`src/rtl/spdc_pkg.sv`:
```
// package: constants for the serial port with readback and daisy chain
package spdc_pkg;

  // word geometry
  localparam int          WORD_BITS     = 32;
  localparam int          REG_COUNT     = 16;
  localparam int          SEL_BITS      = 4;

  // register select field in the low bits of every word
  localparam int          SEL_LSB       = 0;
  // readback-address field of register 5
  localparam int          RB_ADDR_MSB   = 31;
  localparam int          RB_ADDR_LSB   = 28;
  localparam logic [3:0]  RB_ADDR_REG   = 4'h5;
  localparam logic [3:0]  RB_ADDR_RST   = 4'h0;
  // daisy-chain enable bit of register 6
  localparam int          DAISY_BIT     = 20;
  localparam logic [3:0]  DAISY_REG     = 4'h6;

  // no-operation word
  localparam logic [31:0] NOP_WORD      = 32'h0000_0000;

  // first and last register touched by the power-up load
  localparam logic [3:0]  LOAD_FIRST    = 4'hF;
  localparam logic [3:0]  LOAD_LAST     = 4'h0;

  // power-up contents, index = register number
  localparam logic [31:0] REG_RST [REG_COUNT] = '{
    32'h0000_0010, 32'h0000_0001, 32'h0000_0002, 32'h0000_0003,
    32'h3800_0004, 32'h0100_0005, 32'h8402_1506, 32'h0000_7007,
    32'h0000_0008, 32'h0000_0009, 32'h0000_000A, 32'h0000_000B,
    32'h0000_000C, 32'h0500_003D, 32'h9000_003E, 32'h8800_280F
  };

  // bit counter saturates here: one full word seen
  localparam logic [5:0]  FULL_COUNT    = 6'h20;

  // controller states
  typedef enum logic [1:0] {
    SPDC_LOAD = 2'b01,
    SPDC_RUN  = 2'b10
  } spdc_state_t;

endpackage

```
`src/rtl/spdc_regfile.sv`:
```
// small register memory: one write port, registered read port
`timescale 1ns/1ps
module spdc_regfile
  import spdc_pkg::*;
#(
  parameter int WIDTH = 32,
  parameter int DEPTH = 16,
  parameter int AW    = 4
) (
  input  wire logic             clk,
  input  wire logic             wrEn,
  input  wire logic [AW-1:0]    wrAddr,
  input  wire logic [WIDTH-1:0] wrData,
  input  wire logic [AW-1:0]    rdAddr,
  output logic      [WIDTH-1:0] rdData
);

  logic [WIDTH-1:0] mem [DEPTH];  // storage, filled by the power-up load

  // write then registered read; no reset, contents come from the loader
  always_ff @(posedge clk) begin
    if (wrEn) begin
      mem[wrAddr] <= wrData;
    end
    rdData <= mem[rdAddr];
  end

endmodule

```
`src/rtl/spdc_serial_port.sv`:
```
// three-wire serial programming port with readback and daisy chain
`timescale 1ns/1ps
module spdc_serial_port
  import spdc_pkg::*;
(
  // clock and reset
  input  wire logic        clk,
  input  wire logic        rst_n,
  // serial pins, all asynchronous to clk
  input  wire logic        serialClk,
  input  wire logic        serialData,
  input  wire logic        load_strobe,
  // serial output toward the host or the next device
  output logic             serial_out_pin,
  // status and write notice to the rest of the chip
  output logic             loadDone,
  output logic             cfgWrPulse,
  output logic [3:0]       cfgWrAddr,
  output logic [31:0]      cfgWrData,
  output logic             daisyMode
);

  // pin synchronisers: stage one feeds only stage two, so a
  // metastable first stage never reaches the decode logic
  logic [1:0] clkSync;            // serial clock
  logic [1:0] dataSync;           // serial data
  logic [1:0] strobeSync;         // load strobe
  // edge history, reset to the idle level of each pin so that
  // leaving reset never looks like an edge
  logic       clkPrev;            // last synced serial clock
  logic       strobePrev;         // last synced strobe

  // frame datapath
  logic [31:0] shiftReg;          // in-shift, preloaded with readback word
  logic [5:0]  bitCount;          // bits taken this frame, saturating
  // steering state and power-up sequencing
  logic [3:0]  rbAddr;            // readback address in effect
  logic [3:0]  loadIdx;           // power-up load pointer
  spdc_state_t state;             // loader / running
  spdc_state_t next_state;        // next loader / running state
  // memory read side
  logic [31:0] rdData;            // readback word from the memory

  // edge decode on synced copies only
  wire clkRise     = clkSync[1] & ~clkPrev;
  wire strobeFall  = ~strobeSync[1] & strobePrev;
  wire strobeRise  = strobeSync[1] & ~strobePrev;

  // frame qualification: nothing is taken until the load is over
  wire running     = (state == SPDC_RUN);
  wire loading     = (state == SPDC_LOAD);
  wire selected    = running & ~strobeSync[1];
  wire shiftEn     = selected & clkRise;
  wire wordFull    = (bitCount == FULL_COUNT);
  wire isNop       = (shiftReg == NOP_WORD);

  // commit only a whole, non-nop word on the strobe rising edge;
  // a short frame is dropped rather than half applied
  wire commit      = running & strobeRise & wordFull & ~isNop;
  wire [3:0] selCode = shiftReg[SEL_LSB +: SEL_BITS];

  // memory write port: loader first, then host commits
  wire memWrEn     = loading | commit;
  wire [3:0]  memWrAddr = loading ? loadIdx : selCode;
  wire [31:0] memWrData = loading ? REG_RST[loadIdx] : shiftReg;
  wire loadEnd     = loading & (loadIdx == LOAD_LAST);

  // non-chained part stops driving data after one word; a chained
  // part keeps passing bits on for the devices behind it
  wire nextOut     = (daisyMode | ~wordFull) ? shiftReg[31] : 1'b0;

  // loader/run state change; the loader runs once after reset and
  // RUN is kept until the next reset, a stray code reloads
  always_comb begin
    next_state = state;
    unique case (state)
      SPDC_LOAD: if (loadEnd) next_state = SPDC_RUN;
      SPDC_RUN:  next_state = SPDC_RUN;
      default:   next_state = SPDC_LOAD;
    endcase
  end

  // register memory: written by the loader or a commit, read at the
  // readback address; the read is registered, so it trails by a cycle
  spdc_regfile #(
    .WIDTH (WORD_BITS),
    .DEPTH (REG_COUNT),
    .AW    (SEL_BITS)
  ) spdc_regfile_inst (
    .clk    (clk),
    .wrEn   (memWrEn),
    .wrAddr (memWrAddr),
    .wrData (memWrData),
    .rdAddr (rbAddr),
    .rdData (rdData)
  );

  // two-flop synchronisers and edge history; the two flops cost a
  // few cycles of latency, which the long serial half periods absorb
  // without losing a bit
  always_ff @(posedge clk or negedge rst_n) begin
    if (!rst_n) begin
      clkSync    <= 2'b00;
      dataSync   <= 2'b00;
      strobeSync <= 2'b11;
      clkPrev    <= 1'b0;
      strobePrev <= 1'b1;
    end else begin
      // shift each pin one stage further
      clkSync    <= {clkSync[0], serialClk};
      dataSync   <= {dataSync[0], serialData};
      strobeSync <= {strobeSync[0], load_strobe};
      clkPrev    <= clkSync[1];
      strobePrev <= strobeSync[1];
    end
  end

  // power-up load walks from the top register down, one register a
  // cycle; a frame that starts before it ends gets no readback preload, yet its bits after the load are still taken
  always_ff @(posedge clk or negedge rst_n) begin
    if (!rst_n) begin
      state   <= SPDC_LOAD;
      loadIdx <= LOAD_FIRST;
    end else begin
      state <= next_state;
      // count down until register zero has been written
      if (loading && !loadEnd) begin
        loadIdx <= loadIdx - 4'h1;
      end
    end
  end

  // shift register: preload readback word at frame start, then
  // shift msb first; old bits fall out the top toward the next part
  // a frame that ends early leaves the counter short, and that
  // alone blocks the commit
  always_ff @(posedge clk or negedge rst_n) begin
    if (!rst_n) begin
      shiftReg <= 32'h0000_0000;
      bitCount <= 6'h00;
    end else if (running && strobeFall) begin
      // frame start: load the word to be read back
      shiftReg <= rdData;
      bitCount <= 6'h00;
    end else if (shiftEn) begin
      // one bit per detected serial clock rise
      shiftReg <= {shiftReg[30:0], dataSync[1]};
      if (!wordFull) begin
        bitCount <= bitCount + 6'h01;
      end
    end
  end

  // serial output follows the top bit; chained parts pass everything
  // held low outside a frame rather than released, since the pin
  // has no enable of its own
  always_ff @(posedge clk or negedge rst_n) begin
    if (!rst_n) begin
      serial_out_pin <= 1'b0;
    end else begin
      // drive data only while selected
      serial_out_pin <= selected ? nextOut : 1'b0;
    end
  end

  // shadow copies of the fields that steer this port; the readback
  // address changes only at the power-up load or at commit, so a frame uses the older one
  always_ff @(posedge clk or negedge rst_n) begin
    if (!rst_n) begin
      rbAddr    <= RB_ADDR_RST;
      daisyMode <= 1'b0;
    end else if (loading) begin
      // power-up table values
      if (loadIdx == RB_ADDR_REG) begin
        rbAddr <= REG_RST[RB_ADDR_REG][RB_ADDR_MSB:RB_ADDR_LSB];
      end
      if (loadIdx == DAISY_REG) begin
        daisyMode <= REG_RST[DAISY_REG][DAISY_BIT];
      end
    end else if (commit) begin
      // host commit of the readback or chaining register
      if (selCode == RB_ADDR_REG) begin
        rbAddr <= shiftReg[RB_ADDR_MSB:RB_ADDR_LSB];
      end
      if (selCode == DAISY_REG) begin
        daisyMode <= shiftReg[DAISY_BIT];
      end
    end
  end

  // write notice to the rest of the chip, one cycle per commit
  // the notice appears on the same edge as the memory write; loadDone rises
  // one cycle after the last power-up write
  always_ff @(posedge clk or negedge rst_n) begin
    if (!rst_n) begin
      cfgWrPulse <= 1'b0;
      cfgWrAddr  <= 4'h0;
      cfgWrData  <= 32'h0000_0000;
      loadDone   <= 1'b0;
    end else begin
      // loader writes and host commits both report here
      cfgWrPulse <= memWrEn;
      cfgWrAddr  <= memWrAddr;
      cfgWrData  <= memWrData;
      loadDone   <= running;
    end
  end

endmodule

```
`config.mk`:
```
export PLATFORM = sky130hd
export DESIGN_NAME = spdc_serial_port
export DESIGN_NICKNAME = d
export VERILOG_FILES = /design/src/rtl/spdc_pkg.sv /design/src/rtl/spdc_regfile.sv /design/src/rtl/spdc_serial_port.sv
export SDC_FILE = /design/constraint.sdc
export NUM_CORES = 1
export LEC_CHECK = 0
export BUFFER_PORTS_ARGS = -buffer_cell sky130_fd_sc_hd__buf_2
export CORE_MARGIN = 1.5
export CORE_UTILIZATION = 56
export DETAILED_ROUTE_END_ITERATION = 10
export PLACE_DENSITY_LB_ADDON = 0.05
export RECOVER_POWER = 100
export SYNTH_ARGS = -nofsm -noshare
export SYNTH_HDL_FRONTEND = slang
export SYNTH_HIERARCHICAL = 1
export SYNTH_SLANG_ARGS = --single-unit
export TNS_END_PERCENT = 5
```
`constraint.sdc`:
```
create_clock -name clk -period 4.3 [get_ports clk]
set_input_delay 0.86 -clock clk [delete_from_list [all_inputs] [get_ports clk]]
set_output_delay 0.86 -clock clk [all_outputs]
set_load 0.02 [all_outputs]
```
==> impl_metrics.py, run 1 <==
metrics = {
    "outcome": {
        "status": "finished, violations left",
        "violations": "max-capacitance violations, max-slew violations",
    },
    "setup_path": {
        "crit_type": "reg -> reg",
        "startpoint_type": "register",
        "slowest_stage": "clkbuf_2",
        "cp-end-kind": "register",
        "critPathBufInv": 1,
        "cp.required_ns": 4.49,
        "crit_arrival_ns": 4.02,
        "r2r-start": "state[0]",
        "slowest_delay_ns": 0.80,
        "crit_fanout": 32,
        "cp_cell_sequence": "ha_2, mux2_1, or3b_2, nor3_4, clkbuf_2",
        "crit_path_start": "state[0]",
        "crit_family": "simple AND/OR/NAND/NOR gates",
    },
    "yosys": {
        "yosysSeqAreaShare_pct": 77.27,
        "yosys_warnings": 6,
        "ys_seq_elements": 636,
        "synthDistinctLibCells": 48,
        "synth_fp_nets": 1189,
        "netlist_area_um2": 23720,
        "synth.avg_cell_area_um2": 20.19,
        "ys.flop_type": "edfxtp_1",
        "synth_edf_count": 512,
        "syn_inst": 1175,
        "synthArstFlopShare_pct": 14.47,
    },
    "clock_tree": {
        "cts_tree": "built",
        "clock-sinks": 636,
        "clock_path_buffers": 3,
        "postCtsSetupRepairBufs": 0,
        "root_buffer": "clkbuf_16",
        "cts-htree-levels": 3,
        "numCtsBuffers": 66,
        "clk_pin_slew_worst_paths_ns": 0.06,
        "hold_buffers": 0,
        "worstSkewPairLatency_ns": 0.59,
        "cts_resized": 0,
    },
    "hold_path": {
        "hp-start": "load_strobe",
        "hp-class": "in -> reg",
    },
    "placed_design": {
        "postPlaceCellArea_um2": 24910,
        "pre_cts_ws_ns": 0.7480,
        "portBuffers": 44,
        "gp_congestion": 0.8163,
        "dpl.hpwl_um": 31230,
    },
    "floorplan": {
        "initial_core_util_pct": 56.67,
        "fp-row-count": 75,
        "die_area_um2": 43600,
        "coreArea_um2": 41850,
        "ios": 45,
        "die_w_um": 208.8,
        "chipHeight_um": 208.8,
    },
    "sta": {
        "slew_headroom_pct": -76.40,
        "finalMaxSlewViolations": 312,
        "rsz0062_at_grt": "false",
        "hold_viol": 0,
        "fmax_ghz": 0.2617,
        "setup_violations": 0,
        "timing.final.crit_share_pct": 88.86,
        "tightest_slew_ns": 2.618,
        "setup_ws_ns": 0.4792,
        "period_needed_ns": 3.821,
        "skew_ns": 0.02098,
    },
    "route": {
        "dr.pass1.iters": 6,
        "wl_met2_um": 24080,
        "vias": 11600,
        "post_drt_wl_per_cell_um": 28.08,
        "viasPerCell": 6.222,
        "drtIter0Drc": 1353,
        "antenna_left": 0,
        "drc": 0,
        "top_layer": "met4",
        "route.met3.wl_um": 4053,
        "drt_wl_total_um": 52330,
        "wl_met1_um": 22970,
    },
    "grt": {
        "grt_max_degree": 67,
        "grt-ovfl-total": 0,
        "grt_pass1_vias": 11650,
        "antenna_found_initial": 0,
        "grt_usage_pct": 24.84,
        "grt_pass1_wl_um": 77630,
    },
    "final_layout": {
        "drive_gt1_share_pct": 21.07,
        "mostFrequentLayoutCell": "edfxtp_1",
        "layout.nets": 1285,
        "area_delta_synth_final_pct": 12.80,
        "final_cell_mix": "512 x edfxtp_1, 128 x mux4_2, 86 x clkbuf_1, 83 x dfrtp_1, 67 x clkbuf_16",
        "finalInstanceArea_um2": 26750,
    },
    "power_and_ir_drop": {
        "powerDensity_nw_per_um2": 479.7,
        "p_leak_nw": 8.877,
        "p_total_mw": 12.84,
        "ir_worst_vdd_uv": 433.7,
    },
    "run": {
        "drv_cap": 14,
    },
}
-- cell usage after synthesis, types with 2 or more instances --
library cell	count	area (um^2)
ha_1	9	112.6
buf_4	16	120.1
buf_2	8	40.04
nor2_1	25	93.84
mux2_2	2	22.52
xor2_1	3	26.28
buf_6	3	33.78
a31oi_1	2	12.51
nor2b_1	18	112.6
buf_1	9	33.78
dfxtp_1	32	640.6
nand3_1	4	20.02
a21oi_1	6	30.03
nor3_1	7	35.03
mux2i_1	5	50.05
clkbuf_1	29	108.9
nand2_1	52	195.2
nand4_1	5	31.28
dfrtp_1	84	2102
dfstp_2	8	210.2
and2_1	2	12.51
nand3b_1	2	15.01
o22ai_1	4	25.02
o21ai_0	15	75.07
xnor2_1	4	35.03
a22oi_1	64	480.5
mux4_2	128	2883
a222oi_1	30	300.3
nand2b_1	10	62.56
edfxtp_1	512	15370
nand4b_1	3	26.28
nor4_1	10	62.56
inv_1	49	183.9
-- report_power, final --
group | internal [mW] | switching [mW]
Sequential | 6.84 | 0.0661
Combinational | 0.0830 | 0.382
Clock | 3.18 | 2.29
Total | 10.1 | 2.73
-- path summary, 6_finish.rpt --
check,endpoint,slack [ns],cells after the start
setup / recovery,spdc_regfile_inst/mem[0][14],0.48,5
hold / removal,strobeSync[0],0.37,1
setup reg to reg,spdc_regfile_inst/mem[0][14],0.48,5
hold reg to reg,clkSync[1],0.38,0
max in group asynchronous,cfgWrData[11],1.80,2
min in group asynchronous,cfgWrData[0],0.73,1
-- state kept, by name, summed over array words and instances (netlist names) --
register and count:
state 2, spdc_regfile_inst/rdData 32, spdc_regfile_inst/mem 512, dataSync 2, loadIdx 4, clkSync 2
rbAddr 4, cfgWrData 32, strobePrev 1, cfgWrPulse 1, daisyMode 1, shiftReg 32
strobeSync 2, serial_out_pin 1, loadDone 1, clkPrev 1, bitCount 6
-- final cells by class --
type                       instances  area, um^2
clock buffer                      93        1794
sequential                       636       18330
clock inverter                    28       275.3
multi-input combinational        425        4995
timing repair buffer              93       498.0
fill                            2891       15100
antenna                            1       2.502
tap                              539       674.4
inverter                          49       183.9
-- layer usage --
| metal | track usage (%) | up-vias |
|---|---|---|
| met3 | 5.666 | 82 |
| met5 | 0 | - |
| met1 | 37.68 | 6131 |
| li1 | - | 4954 |
| met2 | 36.48 | 430 |
| met4 | 7.796 | 0 |
-- metrics by stage --
step | std cells | utilization [%] | TNS (ns) | hold slack, ns
3_3_place_gp | 1742 | 59.53 | 0 | 0.3374
5_1_grt | 1863 | 63.92 | 0 | 0.3631
4_1_cts | 1863 | 64.47 | 0 | 0.3463
2_1_floorplan | 1175 | - | -8.760 | 0.3312
3_5_place_dp | 1742 | 59.53 | 0 | 0.3394
6_report | 1864 | 63.93 | 0 | 0.3749
-- cell families after synthesis --
group / count (synthesis) / share of synthesized area [%]
simple gates: 146 / 3.176
flops: 636 / 77.27
xor+xnor: 7 / 0.2585
mux: 136 / 12.52
compound gates: 127 / 4.099
buf+inv: 114 / 2.195
fa+ha+maj: 9 / 0.4748
Note: power is estimated with default switching activity, not from simulation.
==> run 2: changes to the inputs <==
--- a/config.mk
+++ b/config.mk
@@ -11,6 +11,7 @@
 export DETAILED_ROUTE_END_ITERATION = 10
 export PLACE_DENSITY_LB_ADDON = 0.05
 export RECOVER_POWER = 100
+export REMOVE_ABC_BUFFERS = 1
 export SYNTH_ARGS = -nofsm -noshare
 export SYNTH_HDL_FRONTEND = slang
 export SYNTH_HIERARCHICAL = 1
==> run 2 against run 1 <==
  * The flow still finishes with violations (max-capacitance violations, max-slew violations)
  * Non-clock buffer count grew 15
  * Combinational power is essentially flat
  * Sequential cell count is the same
  * Die area is the same
  * Wire length grew 2.7%
  * Largest power group unchanged
==> impl_metrics.py, run 2 (synthesis results as in run 1) <==
metrics = {
    "placed_design": {
        "dpl.hpwl_um": 32580,
        "gp_congestion": 0.8315,
        "dpl.cell_count": 1757,
        "portBuffers": 44,
    },
    "final_layout": {
        "mostFrequentLayoutCell": "edfxtp_1",
        "layout.nets": 1300,
        "final_cell_mix": "512 x edfxtp_1, 128 x mux4_2, 89 x clkbuf_1, 83 x dfrtp_1, 70 x clkbuf_16",
        "largest_reg_flops": 512,
        "utilization_pct": 64.08,
        "drive_gt1_share_pct": 20.87,
        "instances_no_fill": 1876,
        "area_delta_synth_final_pct": 13.07,
        "diodes": 0,
        "top_register": "spdc_regfile_inst/mem",
    },
    "route": {
        "dr.pass1.iters": 6,
        "drc": 0,
        "antenna_left": 0,
        "drtIter0Drc": 1417,
        "vias": 11720,
        "drt_wl_total_um": 53750,
        "post_drt_wl_per_cell_um": 28.65,
        "viasPerCell": 6.249,
    },
    "setup_path": {
        "startpoint_type": "register",
        "slowest_delay_ns": 0.94,
        "crit_path_start": "state[0]",
        "crit_type": "reg -> reg",
        "cp-end-kind": "register",
        "r2r-start": "state[0]",
        "cp_cell_sequence": "ha_1, mux2_1, nand2b_1, nor2_2, buf_4",
        "cp.required_ns": 4.57,
        "r2r_slack_ns": 0.54,
        "crit_fanout": 24,
        "slowest_stage": "nor2_2",
        "critPathBufInv": 1,
        "crit_family": "simple AND/OR/NAND/NOR gates",
        "crit_arrival_ns": 4.04,
    },
    "power_and_ir_drop": {
        "powerDensity_nw_per_um2": 476.4,
        "p_leak_nw": 8.929,
        "p_total_mw": 12.78,
        "ir_worst_vdd_uv": 380.2,
    },
    "sta": {
        "tightest_slew_ns": 2.552,
        "skew_ns": 0.01861,
        "slew_headroom_pct": -70.13,
        "hold_viol": 0,
        "fmax_ghz": 0.2657,
        "timing.final.crit_share_pct": 87.54,
        "finalMaxSlewViolations": 228,
        "finalSetupTns_ns": 0,
        "whs_ns": 0.3578,
        "period_needed_ns": 3.764,
        "rsz0062_at_grt": "false",
        "setup_violations": 0,
    },
    "grt": {
        "grt_pass1_vias": 11830,
        "grt_usage_pct": 25.73,
        "antenna_found_initial": 1,
        "grt-ovfl-total": 0,
        "grt_pass1_wl_um": 80140,
        "grt_max_degree": 43,
    },
    "clock_tree": {
        "postCtsSetupRepairBufs": 0,
        "numCtsBuffers": 66,
        "hold_buffers": 0,
        "clock-sinks": 636,
        "clock_path_buffers": 3,
        "cts_tree": "built",
        "worstSkewPairLatency_ns": 0.58,
        "cts-htree-levels": 3,
        "clk_pin_slew_worst_paths_ns": 0.06,
        "root_buffer": "clkbuf_16",
        "cts_resized": 0,
    },
    "floorplan": {
        "fp-row-count": 75,
        "die_area_um2": 43600,
        "ios": 45,
        "coreArea_um2": 41850,
        "initial_core_util_pct": 56.67,
        "die_w_um": 208.8,
        "chipHeight_um": 208.8,
    },
    "run": {
        "drv_cap": 10,
    },
    "hold_path": {
        "hp-class": "reg -> reg",
        "hp-start": "dataSync[0]",
    },
    "outcome": {
        "status": "finished, violations left",
        "violations": "max-capacitance violations, max-slew violations",
    },
}
## run 2: per-layer routing
metal  track usage, %  wire length [um]  up-vias
li1                 -                 -     4988
met1            37.61             22690     6188
met2            39.77             25740      473
met3            4.358              3764       73
met4            9.445              1543        2
met5                0                13        -
## run 2: worst paths after layout
check,end,cells past startpoint
setup / recovery,spdc_regfile_inst/mem[10][11],5
hold / removal,dataSync[1],0
setup reg to reg,spdc_regfile_inst/mem[10][11],5
hold reg to reg,dataSync[1],0
max in group asynchronous,rbAddr[1],2
min in group asynchronous,cfgWrData[24],1
## run 2: area by class of cell
cell class / instances / area [um^2]
Timing Repair Buffer: 108 / 624.3
Multi-Input combinational cell: 425 / 4945
Inverter: 49 / 183.9
Fill cell: 2944 / 15030
Tap cell: 539 / 674.4
Clock buffer: 93 / 1888
Sequential cell: 636 / 18330
Clock inverter: 26 / 171.4
## run 2: per-stage QoR
step	cell area, um^2	setup slack [ns]
3_3_place_gp	25070	1.069
4_1_cts	27130	1.000
6_report	26820	0.5357
2_1_floorplan	23380	-1.666
5_1_grt	26820	0.4269
3_5_place_dp	25070	0.9839
## run 2: power breakdown
| part | internal (mW) | switching, mW | leakage, nW |
|---|---|---|---|
| Combinational | 0.0856 | 0.378 | 1.88 |
| Clock | 3.18 | 2.23 | 1.01 |
| Sequential | 6.84 | 0.0676 | 6.04 |
| Total | 10.1 | 2.67 | 8.93 |
